## config.mk

```make
export PLATFORM = sky130hd
export DESIGN_NAME = lane_link_status_registers
export DESIGN_NICKNAME = d
export VERILOG_FILES = /design/src/hdl/lane_status_pkg.sv /design/src/hdl/clock_rate_meter.sv /design/src/hdl/lane_link_status_registers.sv
export SDC_FILE = /design/constraint.sdc
export NUM_CORES = 2
export LEC_CHECK = 0
export BUFFER_PORTS_ARGS = -buffer_cell sky130_fd_sc_hd__buf_2
export CORE_ASPECT_RATIO = 2
export CORE_MARGIN = 3
export CORE_UTILIZATION = 40
export DETAILED_ROUTE_END_ITERATION = 12
export HOLD_SLACK_MARGIN = 0.1
export PLACE_DENSITY_LB_ADDON = 0.05
export REMOVE_ABC_BUFFERS = 1
export SYNTH_ARGS = -nofsm -noshare
export SYNTH_HDL_FRONTEND = slang
export SYNTH_HIERARCHICAL = 1
export SYNTH_SLANG_ARGS = --single-unit
```

## constraint.sdc

```tcl
create_clock -name clk_i -period 6 [get_ports clk_i]
set_clock_uncertainty 0.15 [all_clocks]
set_input_delay 1.5 -clock clk_i [delete_from_list [all_inputs] [get_ports clk_i]]
set_output_delay 1.5 -clock clk_i [all_outputs]
set_load 0.02 [all_outputs]
```

## src/hdl/lane_status_pkg.sv

```systemverilog
// Shared constants for the lane link status register bank.
// Assumes a single 20 MHz management clock and word-indexed register offsets.
package lane_status_pkg;

	// Management port geometry.
	localparam int ADDR_W = 16;
	localparam int DATA_W = 32;

	// Register offsets, one 32-bit word each.
	localparam logic [ADDR_W-1:0] OFS_LANE_TOTAL          = 16'h0001;
	localparam logic [ADDR_W-1:0] OFS_SECONDS_SINCE_START = 16'h0003;
	localparam logic [ADDR_W-1:0] OFS_SEND_DRAINED        = 16'h0004;
	localparam logic [ADDR_W-1:0] OFS_SEND_FULL           = 16'h0005;
	localparam logic [ADDR_W-1:0] OFS_SEND_LOW            = 16'h0006;
	localparam logic [ADDR_W-1:0] OFS_SEND_HIGH           = 16'h0007;
	localparam logic [ADDR_W-1:0] OFS_RECV_DRAINED        = 16'h0008;
	localparam logic [ADDR_W-1:0] OFS_RECV_FULL           = 16'h0009;
	localparam logic [ADDR_W-1:0] OFS_RECV_LOW            = 16'h000A;
	localparam logic [ADDR_W-1:0] OFS_RECV_HIGH           = 16'h000B;
	localparam logic [ADDR_W-1:0] OFS_CORE_CLOCK_RATE     = 16'h000C;
	localparam logic [ADDR_W-1:0] OFS_RECOVERED_RATE      = 16'h000D;
	localparam logic [ADDR_W-1:0] OFS_SERIAL_RATE         = 16'h000E;
	localparam logic [ADDR_W-1:0] OFS_PLL_LOCK            = 16'h0010;
	localparam logic [ADDR_W-1:0] OFS_CDR_LOCK            = 16'h0011;

	// Field layouts.
	localparam int LANE_FIELD_W        = 8;
	localparam int SECONDS_W           = 24;
	localparam int SHARED_TX_PLL_BIT   = 0;
	localparam int SHARED_CORE_PLL_BIT = 16;

	// Order of the per-lane flag groups inside the synchronised flag vector.
	localparam int GRP_SEND_DRAINED = 0;
	localparam int GRP_SEND_FULL    = 1;
	localparam int GRP_SEND_LOW     = 2;
	localparam int GRP_SEND_HIGH    = 3;
	localparam int GRP_RECV_DRAINED = 4;
	localparam int GRP_RECV_FULL    = 5;
	localparam int GRP_RECV_LOW     = 6;
	localparam int GRP_RECV_HIGH    = 7;
	localparam int GRP_CDR_LOCK     = 8;
	localparam int FLAG_GROUPS      = 9;

	// Timing: one second of elapsed time and one rate measuring window.
	localparam int CLK_PERIOD_NS      = 50;
	localparam int SECOND_NS          = 1_000_000_000;
	localparam int CYCLES_PER_SECOND  = SECOND_NS / CLK_PERIOD_NS;
	localparam int RATE_WINDOW_NS     = 1_000_000;
	localparam int RATE_WINDOW_CYCLES = RATE_WINDOW_NS / CLK_PERIOD_NS;

endpackage
```

## src/hdl/clock_rate_meter.sv

```systemverilog
// Counts rising edges of one sampled clock over a fixed window of management cycles.
// Assumes the sampled clock is at most a quarter of the management clock rate.
module clock_rate_meter
#(
	parameter int unsigned WINDOW_CYCLES = lane_status_pkg::RATE_WINDOW_CYCLES
)
(
	input  wire logic        clk_i,
	input  wire logic        reset_i,
	input  wire logic        ce_i,
	input  wire logic        sample_i,
	output logic      [31:0] rate_o
);
	import lane_status_pkg::*;

	typedef struct packed {
		logic        s1;
		logic        s2;
		logic        s3;
		logic        level;
		logic [31:0] window;
		logic [31:0] edges;
		logic [31:0] rate;
	} meter_s;

	meter_s cur;
	meter_s next_cur;
	logic   rise;

	// A rise counts only once the second and third stages agree on a new high.
	always_comb
	begin
		next_cur = cur;
		rise = 1'b0;
		if (ce_i)
		begin
			next_cur.s1 = sample_i;
			next_cur.s2 = cur.s1;
			next_cur.s3 = cur.s2;
			if (cur.s2 == cur.s3)
			begin
				rise = cur.s3 & ~cur.level;
				next_cur.level = cur.s3;
			end
			if (cur.window == 32'(WINDOW_CYCLES - 1))
			begin
				next_cur.window = 32'h0000_0000;
				next_cur.rate = cur.edges + 32'(rise);
				next_cur.edges = 32'h0000_0000;
			end
			else
			begin
				next_cur.window = cur.window + 32'h0000_0001;
				next_cur.edges = cur.edges + 32'(rise);
			end
		end
		if (reset_i)
		begin
			next_cur = '0;
		end
	end

	// State register.
	always_ff @(posedge clk_i)
	begin
		cur <= next_cur;
	end

	assign rate_o = cur.rate;

endmodule

```

## src/hdl/lane_link_status_registers.sv

```systemverilog
// Read-only status and diagnostic register bank of a multi-lane packet link core.
// Assumes flags and sampled clocks arrive from other domains; reads come on the management port.
module lane_link_status_registers
#(
	parameter int unsigned NUM_LANES          = 12,
	parameter int unsigned NUM_XCVR_BLOCKS    = 2,
	parameter logic [31:0] USED_BLOCKS        = 32'h0000_0003,
	parameter bit          SHARED_PLL         = 1'b0,
	parameter bit          HAS_CORE_RATE      = 1'b0,
	parameter int unsigned CYCLES_PER_SECOND  = lane_status_pkg::CYCLES_PER_SECOND,
	parameter int unsigned RATE_WINDOW_CYCLES = lane_status_pkg::RATE_WINDOW_CYCLES
)
(
	input  wire logic                                clk_i,
	input  wire logic                                reset_i,
	input  wire logic                                ce_i,
	input  wire logic [lane_status_pkg::ADDR_W-1:0]  mgmt_address_i,
	input  wire logic                                mgmt_read_i,
	output logic      [lane_status_pkg::DATA_W-1:0]  mgmt_readdata_o,
	output logic                                     mgmt_readdatavalid_o,
	input  wire logic [NUM_LANES-1:0]                send_drained_i,
	input  wire logic [NUM_LANES-1:0]                send_full_i,
	input  wire logic [NUM_LANES-1:0]                send_low_i,
	input  wire logic [NUM_LANES-1:0]                send_high_i,
	input  wire logic [NUM_LANES-1:0]                recv_drained_i,
	input  wire logic [NUM_LANES-1:0]                recv_full_i,
	input  wire logic [NUM_LANES-1:0]                recv_low_i,
	input  wire logic [NUM_LANES-1:0]                recv_high_i,
	input  wire logic [NUM_LANES-1:0]                cdr_lock_i,
	input  wire logic [NUM_XCVR_BLOCKS-1:0]          tx_pll_lock_i,
	input  wire logic                                core_pll_lock_i,
	input  wire logic                                core_clock_i,
	input  wire logic                                recovered_clock_i,
	input  wire logic                                serial_clock_i
);
	import lane_status_pkg::*;

	localparam int FLAG_W   = FLAG_GROUPS * NUM_LANES + NUM_XCVR_BLOCKS + 1;
	localparam int PLL_BASE = FLAG_GROUPS * NUM_LANES;
	localparam int CORE_PLL = FLAG_W - 1;

	typedef struct packed {
		logic [DATA_W-1:0]    rdata;
		logic                 rvalid;
		logic [SECONDS_W-1:0] secs;
		logic [31:0]          tick;
		logic [FLAG_W-1:0]    s1;
		logic [FLAG_W-1:0]    s2;
		logic [FLAG_W-1:0]    s3;
		logic [FLAG_W-1:0]    live;
	} bank_s;

	bank_s             cur;
	bank_s             next_cur;
	logic [FLAG_W-1:0] raw_flags;
	logic [FLAG_W-1:0] agree;
	logic [31:0]       core_rate;
	logic [31:0]       recovered_rate;
	logic [31:0]       serial_rate;
	logic [DATA_W-1:0] word;

	// Pulls one per-lane flag group out of the flag vector, zero above the lanes.
	function automatic logic [DATA_W-1:0] lane_flags(input logic [FLAG_W-1:0] v, input int grp);
		logic [DATA_W-1:0] w;
		w = '0;
		for (int i = 0; i < NUM_LANES; i++)
		begin
			w[i] = v[grp * NUM_LANES + i];
		end
		return w;
	endfunction

	// Builds the PLL lock word for either variant.
	function automatic logic [DATA_W-1:0] pll_word(input logic [FLAG_W-1:0] v);
		logic [DATA_W-1:0] w;
		w = '0;
		if (SHARED_PLL)
		begin
			w[SHARED_TX_PLL_BIT] = v[PLL_BASE];
			w[SHARED_CORE_PLL_BIT] = v[CORE_PLL];
		end
		else
		begin
			for (int i = 0; i < NUM_XCVR_BLOCKS; i++)
			begin
				w[i] = v[PLL_BASE + i] | ~USED_BLOCKS[i];
			end
		end
		return w;
	endfunction

	// Gathers every asynchronous flag into one vector for the synchronisers.
	assign raw_flags = {core_pll_lock_i, tx_pll_lock_i, cdr_lock_i,
		recv_high_i, recv_low_i, recv_full_i, recv_drained_i,
		send_high_i, send_low_i, send_full_i, send_drained_i};
	assign agree = ~(cur.s2 ^ cur.s3);

	// Rate meters for the three monitored clocks.
	clock_rate_meter #(.WINDOW_CYCLES(RATE_WINDOW_CYCLES)) core_meter
	(
		.clk_i    (clk_i),
		.reset_i  (reset_i),
		.ce_i     (ce_i),
		.sample_i (core_clock_i),
		.rate_o   (core_rate)
	);

	clock_rate_meter #(.WINDOW_CYCLES(RATE_WINDOW_CYCLES)) recovered_meter
	(
		.clk_i    (clk_i),
		.reset_i  (reset_i),
		.ce_i     (ce_i),
		.sample_i (recovered_clock_i),
		.rate_o   (recovered_rate)
	);

	clock_rate_meter #(.WINDOW_CYCLES(RATE_WINDOW_CYCLES)) serial_meter
	(
		.clk_i    (clk_i),
		.reset_i  (reset_i),
		.ce_i     (ce_i),
		.sample_i (serial_clock_i),
		.rate_o   (serial_rate)
	);

	// Read decode; nothing here changes state, so a read has no side effect.
	always_comb
	begin
		word = '0;
		case (mgmt_address_i)
			OFS_LANE_TOTAL:
				word = {{(DATA_W - LANE_FIELD_W){1'b0}}, LANE_FIELD_W'(NUM_LANES)};
			OFS_SECONDS_SINCE_START:
				word = {{(DATA_W - SECONDS_W){1'b0}}, cur.secs};
			OFS_SEND_DRAINED:
				word = lane_flags(cur.live, GRP_SEND_DRAINED);
			OFS_SEND_FULL:
				word = lane_flags(cur.live, GRP_SEND_FULL);
			OFS_SEND_LOW:
				word = lane_flags(cur.live, GRP_SEND_LOW);
			OFS_SEND_HIGH:
				word = lane_flags(cur.live, GRP_SEND_HIGH);
			OFS_RECV_DRAINED:
				word = lane_flags(cur.live, GRP_RECV_DRAINED);
			OFS_RECV_FULL:
				word = lane_flags(cur.live, GRP_RECV_FULL);
			OFS_RECV_LOW:
				word = lane_flags(cur.live, GRP_RECV_LOW);
			OFS_RECV_HIGH:
				word = lane_flags(cur.live, GRP_RECV_HIGH);
			OFS_CORE_CLOCK_RATE:
				word = HAS_CORE_RATE ? core_rate : '0;
			OFS_RECOVERED_RATE:
				word = recovered_rate;
			OFS_SERIAL_RATE:
				word = serial_rate;
			OFS_PLL_LOCK:
				word = pll_word(cur.live);
			OFS_CDR_LOCK:
				word = lane_flags(cur.live, GRP_CDR_LOCK);
			default:
				word = '0;
		endcase
	end

	// Next state: synchronisers, seconds count and the read answer.
	always_comb
	begin
		next_cur = cur;
		if (ce_i)
		begin
			next_cur.s1 = raw_flags;
			next_cur.s2 = cur.s1;
			next_cur.s3 = cur.s2;
			next_cur.live = (agree & cur.s3) | (~agree & cur.live);
			if (cur.tick == 32'(CYCLES_PER_SECOND - 1))
			begin
				next_cur.tick = 32'h0000_0000;
				next_cur.secs = cur.secs + 1'b1;
			end
			else
			begin
				next_cur.tick = cur.tick + 32'h0000_0001;
			end
			next_cur.rvalid = mgmt_read_i;
			if (mgmt_read_i)
			begin
				next_cur.rdata = word;
			end
		end
		if (reset_i)
		begin
			next_cur = '0;
		end
	end

	// State register.
	always_ff @(posedge clk_i)
	begin
		cur <= next_cur;
	end

	assign mgmt_readdata_o = cur.rdata;
	assign mgmt_readdatavalid_o = cur.rvalid;
endmodule

```

# After elaboration in Yosys (flattened, before gate mapping)
# Index checks and enable logic that the tools add are counted.
dict set report word_totals {
  register_bits 733
  input_bits 134
}
dict set report classes {
  add_sub_neg 6
  n_eq_ne 19
  n_mux 8
  n_bitwise 10
  n_reduce_logical 6
}
# op count
set ops {}
lappend ops {{$pmux 32 s14} 1}
lappend ops {{$and 111x111->111} 2}
lappend ops {{$not 111->111} 2}
lappend ops {{$mux 64} 2}
lappend ops {{$or 111x111->111} 1}
lappend ops {{$xor 111x111->111} 1}
lappend ops {{$add 32x1->32 const B} 3}
lappend ops {{$eq 16x4->1 const B} 6}
lappend ops {{$add 32x1->32} 2}
lappend ops {{$eq 16x3->1 const B} 4}
lappend ops {{$eq 32x15->1 const B} 2}
lappend ops {{$eq 16x5->1 const B} 2}
lappend ops {{$eq 32x25->1 const B} 1}
lappend ops {{$mux 32} 1}
lappend ops {{$add 24x1->24 const B} 1}
lappend ops {{$eq 16x1->1 const B} 1}
lappend ops {{$eq 16x2->1 const B} 1}
lappend ops {{$reduce_and 2->1} 6}
lappend ops {{$mux 1} 4}
lappend ops {{$and 1x1->1} 2}
lappend ops {{$eq 1x1->1} 2}
lappend ops {{$not 1->1} 2}

# Depth between registers and ports, before layout
dict set report depth {
  depth_word 6
  depth_mapped 10
}

# Modules after synthesis
# The synthesis kept the hierarchy.
# mod instances cells_each area_each_um2
set modules_own_cells {}
lappend modules_own_cells {lane_link_status_registers 1 2334 21624.5}
lappend modules_own_cells {clock_rate_meter 2 593 4992.3}

# Least setup slack after synthesis
# OpenSTA, ideal clock, no wires.
dict set report synth_path {
  path_kind {input -> register}
  startpoint {input mgmt_address_i[9] (netlist name)}
  endpoint {register cur (netlist bit mgmt_readdata_o[8])}
  arrival_ps 3290
  cell_stages 7
  t_required_ps 5771
  path_slack_ps 2481
  path_buffers 1
  setup_time_ps 79
  cell_sequence {or4_1 > buf_4 > nor4_1 > a32o_1 > a221oi_1 > and3_1 > a22oi_1}
}
dict set report synth_between {
  elab_chain_cells 2
}
# item line_no
set synth_rtl {}
lappend synth_rtl {{start: declaration} lane_link_status_registers.sv:17} ;# input wire logic [lane_status_pkg::ADDR_W-1:0] mgmt_address_i,
lappend synth_rtl {{$eq 16x5->1 (tied with other cells)} lane_link_status_registers.sv:130} ;# case (mgmt_address_i)
lappend synth_rtl {{$pmux 32 s14 (*)} lane_link_status_registers.sv:130}
lappend synth_rtl {{end signal: assignment} lane_link_status_registers.sv:200} ;# cur <= next_cur;
lappend synth_rtl {{end: declaration} lane_link_status_registers.sv:53} ;# bank_s cur;
# Every way passes the cells marked *; elsewhere a longest branch is shown, timed or not.
# A chain may end at the register's enable or synchronous reset.

# Final worst setup path
dict set report layout_path {
  startpoint {input mgmt_address_i[5] (netlist name)}
  endpoint {register cur (netlist bit mgmt_readdata_o[8])}
}
# Same word-level chain as after synthesis.

==> run summary <==
status: complete, no violations
Ports: 167
Die Wd: 205 µm
cts bufs inserted: 70
FILL cells: 7653
#FFs+latches synth: 729
Required @ worst endpoint: 6.42 ns
synth cell count leaders: 729 x dfxtp_1, 570 x nor2_1, 347 x mux2i_1
Psw: 2.32 mW
largest family of logic cells by synthesized area: simple AND/OR/NAND/NOR gates
CTS H-tree depth: 3
average cell area after synthesis: 8.98 µm²
Mapped Cells: 3520
Worst-path clk slew: 0.07 ns
slowest stage delay, CP: 1.01 ns
switch share: 22.9%
die footprint: 82600 µm²
flop2flop setup slack: 3.11 ns
max_slew headroom: 22.8%
proportion of synthesized area in mux cells: 11.3%
Core ar.: 78200 µm²
post-synth top area cell: dfxtp_1
Antenna Nets Post-Route: 0
P_int: 7.81 mW
vias in the first global route: 24000
worst hold start: cur[210]
crit path max-delay cell type: nor4_1
yosys warns: 6
Peak VDD IR: 0.211 mV
routed vias/inst: 5.40
drc violations: 0
Total Neg Setup Slack: 0 ns
post-route clock period utilization: 63.3%
synth top area cells: dfxtp_1 46%, mux2i_1 11%, nor2_1 6.8%
Post-Synth Adder-Cell Area: 0.317%
Num Clock Sinks: 729
Reg2Reg Launch Point: serial_meter/cur[98]
First-pass DRT Iterations: 8
RSZ-0062 raised after global routing: false
Comb pwr share: 4.7%
Seq/Total Area, Yosys: 46.2%
antenna violations before repair: 0
power share of the clock group: 46.0%
Final Hold Fails: 0
total routed wirelength: 85100 µm
Post-CTS Hold Buffers: 0
crit-path cells: buf_2, or4_1, nor4_1, a32o_1, a221oi_1, and3_1, a22oi_1
Cell variety after synth: 69
Final setup viols: 0
post-CTS sizing: 0
fin area: 34700 µm²
gr ovfl total: 0
initial DRC count: 1385
gr usage total: 20.3%
vias: 24500
CP Class: in2reg
family with the most delay on the worst path: simple AND/OR/NAND/NOR gates
root buffer cell: clkbuf_16
Min-Delay Path Class: reg2reg
DIE HEIGHT: 404 µm
area of the multi-input gates: 15300 µm²
clk buf depth: 3
critical-path maximum fanout: 12
max frequency: 0.263 GHz
Worst-Margin Slew: 1.15 ns
Routability Congestion: 0.850
Synth Area in Simple Gates: 18.2%
CP endpoint kind: register
startpoint class of the critical path: primary input
first-pass GRT wire length: 134000 µm
input/output buffers: 164
nets: 3591
post-CTS setup buffer count: 0
WL/cell: 18.8 µm
# rows: 145
ys flop type: dfxtp_1
share of the synthesized area in the top cell type: 46.2%
Area Overhead vs Synth: 9.90%
Skew-Pair Late Insertion Delay: 0.64 ns
post-synthesis compound-gate area fraction: 13.8%
synthesized area: 31600 µm²
Final Max Slew Viols: 0
most numerous cell in the Yosys netlist: dfxtp_1
Initial Util: 40.4%
hold_ws: 0.298 ns
flip-flop and latch area: 14600 µm²
Post-Synth XOR/XNOR Area: 4.63%
Diodes inserted: 0
LEAKAGE: 13.8 nW
# Max-Cap Violations: 0
Worst Path Arrival: 4.21 ns
share of layout cells above drive strength 1: 10.3%
crit path from: mgmt_address_i[5]
sequential share of power: 49.3%
largest net degree at the start of global routing: 183
Placement Cell Area: 32400 µm²
TritonCTS clock tree: built
Detailed Place HPWL: 57800 µm
post-layout min period: 3.80 ns
number of synthesized flops with an enable pin: 0
Worst Path Buf+Inv: 1
power density over the cells: 292 nW/µm²
Synth async-reset ratio: 0%
-- area by class of cell --
class                      count  share of cell area (%)
clock buffer                 102                    6.07
clock inverter                21                   0.810
inverter                      25                   0.274
multi-input combinational   2431                    43.9
sequential                   729                    42.0
tap                         1029                    3.71
timing repair buffer         192                    3.21
-- metrics by stage --
| stage | worst slack (ns) | std cells | util (%) | total power, mW |
|---|---|---|---|---|
| after floorplan | 1.52 | 3185 | - | 5.29 |
| after global placement | 1.58 | 4406 | 41.4 | 5.57 |
| after detailed placement | 1.60 | 4406 | 41.4 | 5.58 |
| after CTS | 2.28 | 4529 | 44.4 | 10.3 |
| after global routing | 1.95 | 4529 | 44.4 | 10.5 |
| final | 2.20 | 4529 | 44.4 | 10.1 |
-- tightest hold or removal path, cell delays in order, from the launching register on --
cell	delay [ns]
dfxtp_1	0.31
nand2_1	0.05
a21oi_1	0.05
-- metal layers --
layer	global-route usage, %	share of wire, %
met5	0	0
met4	7.30	3.0
met3	3.65	4.4
met2	36.6	52
met1	23.8	41
-- power by group through the flow --
stage                     clock network (mW)  logic, mW  registers [mW]
after floorplan                            0      0.216            5.08
after global placement                     0      0.468            5.10
after detailed placement                   0      0.478            5.10
after CTS                               4.83      0.480            4.99
after global routing                    5.00      0.524            5.00
final                                   4.66      0.474            4.99
-- kinds of logic (layout without fill, tap and decap cells) --
group	Yosys count	after routing
and+or+nand+nor	1214	1214
buffers and inverters	360	340
muxes	354	354
AOI/OAI and AO/OA	688	688
adders and majority gates	8	8
DFF	729	729
xor gates and xnor gates	167	167
-- layout by cell type, fill, tap and decap left out, types with 7 or more instances in the layout --
| cell type | Yosys | final |
|---|---|---|
| nor2b_1 | 8 | 8 |
| nand4b_1 | 8 | 8 |
| nand2_1 | 250 | 250 |
| buf_2 | 16 | 162 |
| clkinv_2 | 0 | 10 |
| nand3_1 | 74 | 74 |
| or3_1 | 13 | 13 |
| o21ai_0 | 169 | 169 |
| a21oi_1 | 179 | 178 |
| and3_1 | 27 | 27 |
| dfxtp_1 | 729 | 729 |
| clkbuf_8 | 0 | 15 |
| nor2_1 | 570 | 569 |
| a211oi_1 | 58 | 58 |
| a31oi_1 | 64 | 64 |
| nor4_1 | 43 | 43 |
| a22oi_1 | 26 | 26 |
| nor3_1 | 34 | 34 |
| a222oi_1 | 20 | 20 |
| or2_2 | 7 | 7 |
| and4_1 | 11 | 11 |
| a32oi_1 | 8 | 8 |
| inv_1 | 25 | 24 |
| nor3_2 | 10 | 8 |
| buf_4 | 97 | 23 |
| a21o_1 | 112 | 112 |
| mux2i_1 | 347 | 347 |
| xnor2_1 | 87 | 87 |
| clkbuf_16 | 0 | 74 |
| nand2b_1 | 29 | 29 |
| ha_1 | 8 | 8 |
| xor2_1 | 80 | 80 |
| nand4_1 | 84 | 84 |
| clkbuf_1 | 168 | 13 |
| a221oi_1 | 10 | 10 |
-- worst paths after layout --
kind	endpoint	cells past startpoint
max reg2reg	serial_meter/rate_o[26]	8
min	register	2
max	mgmt_readdata_o[8]	7
min reg2reg	register	2
Note: power is estimated with default switching activity, not from simulation.
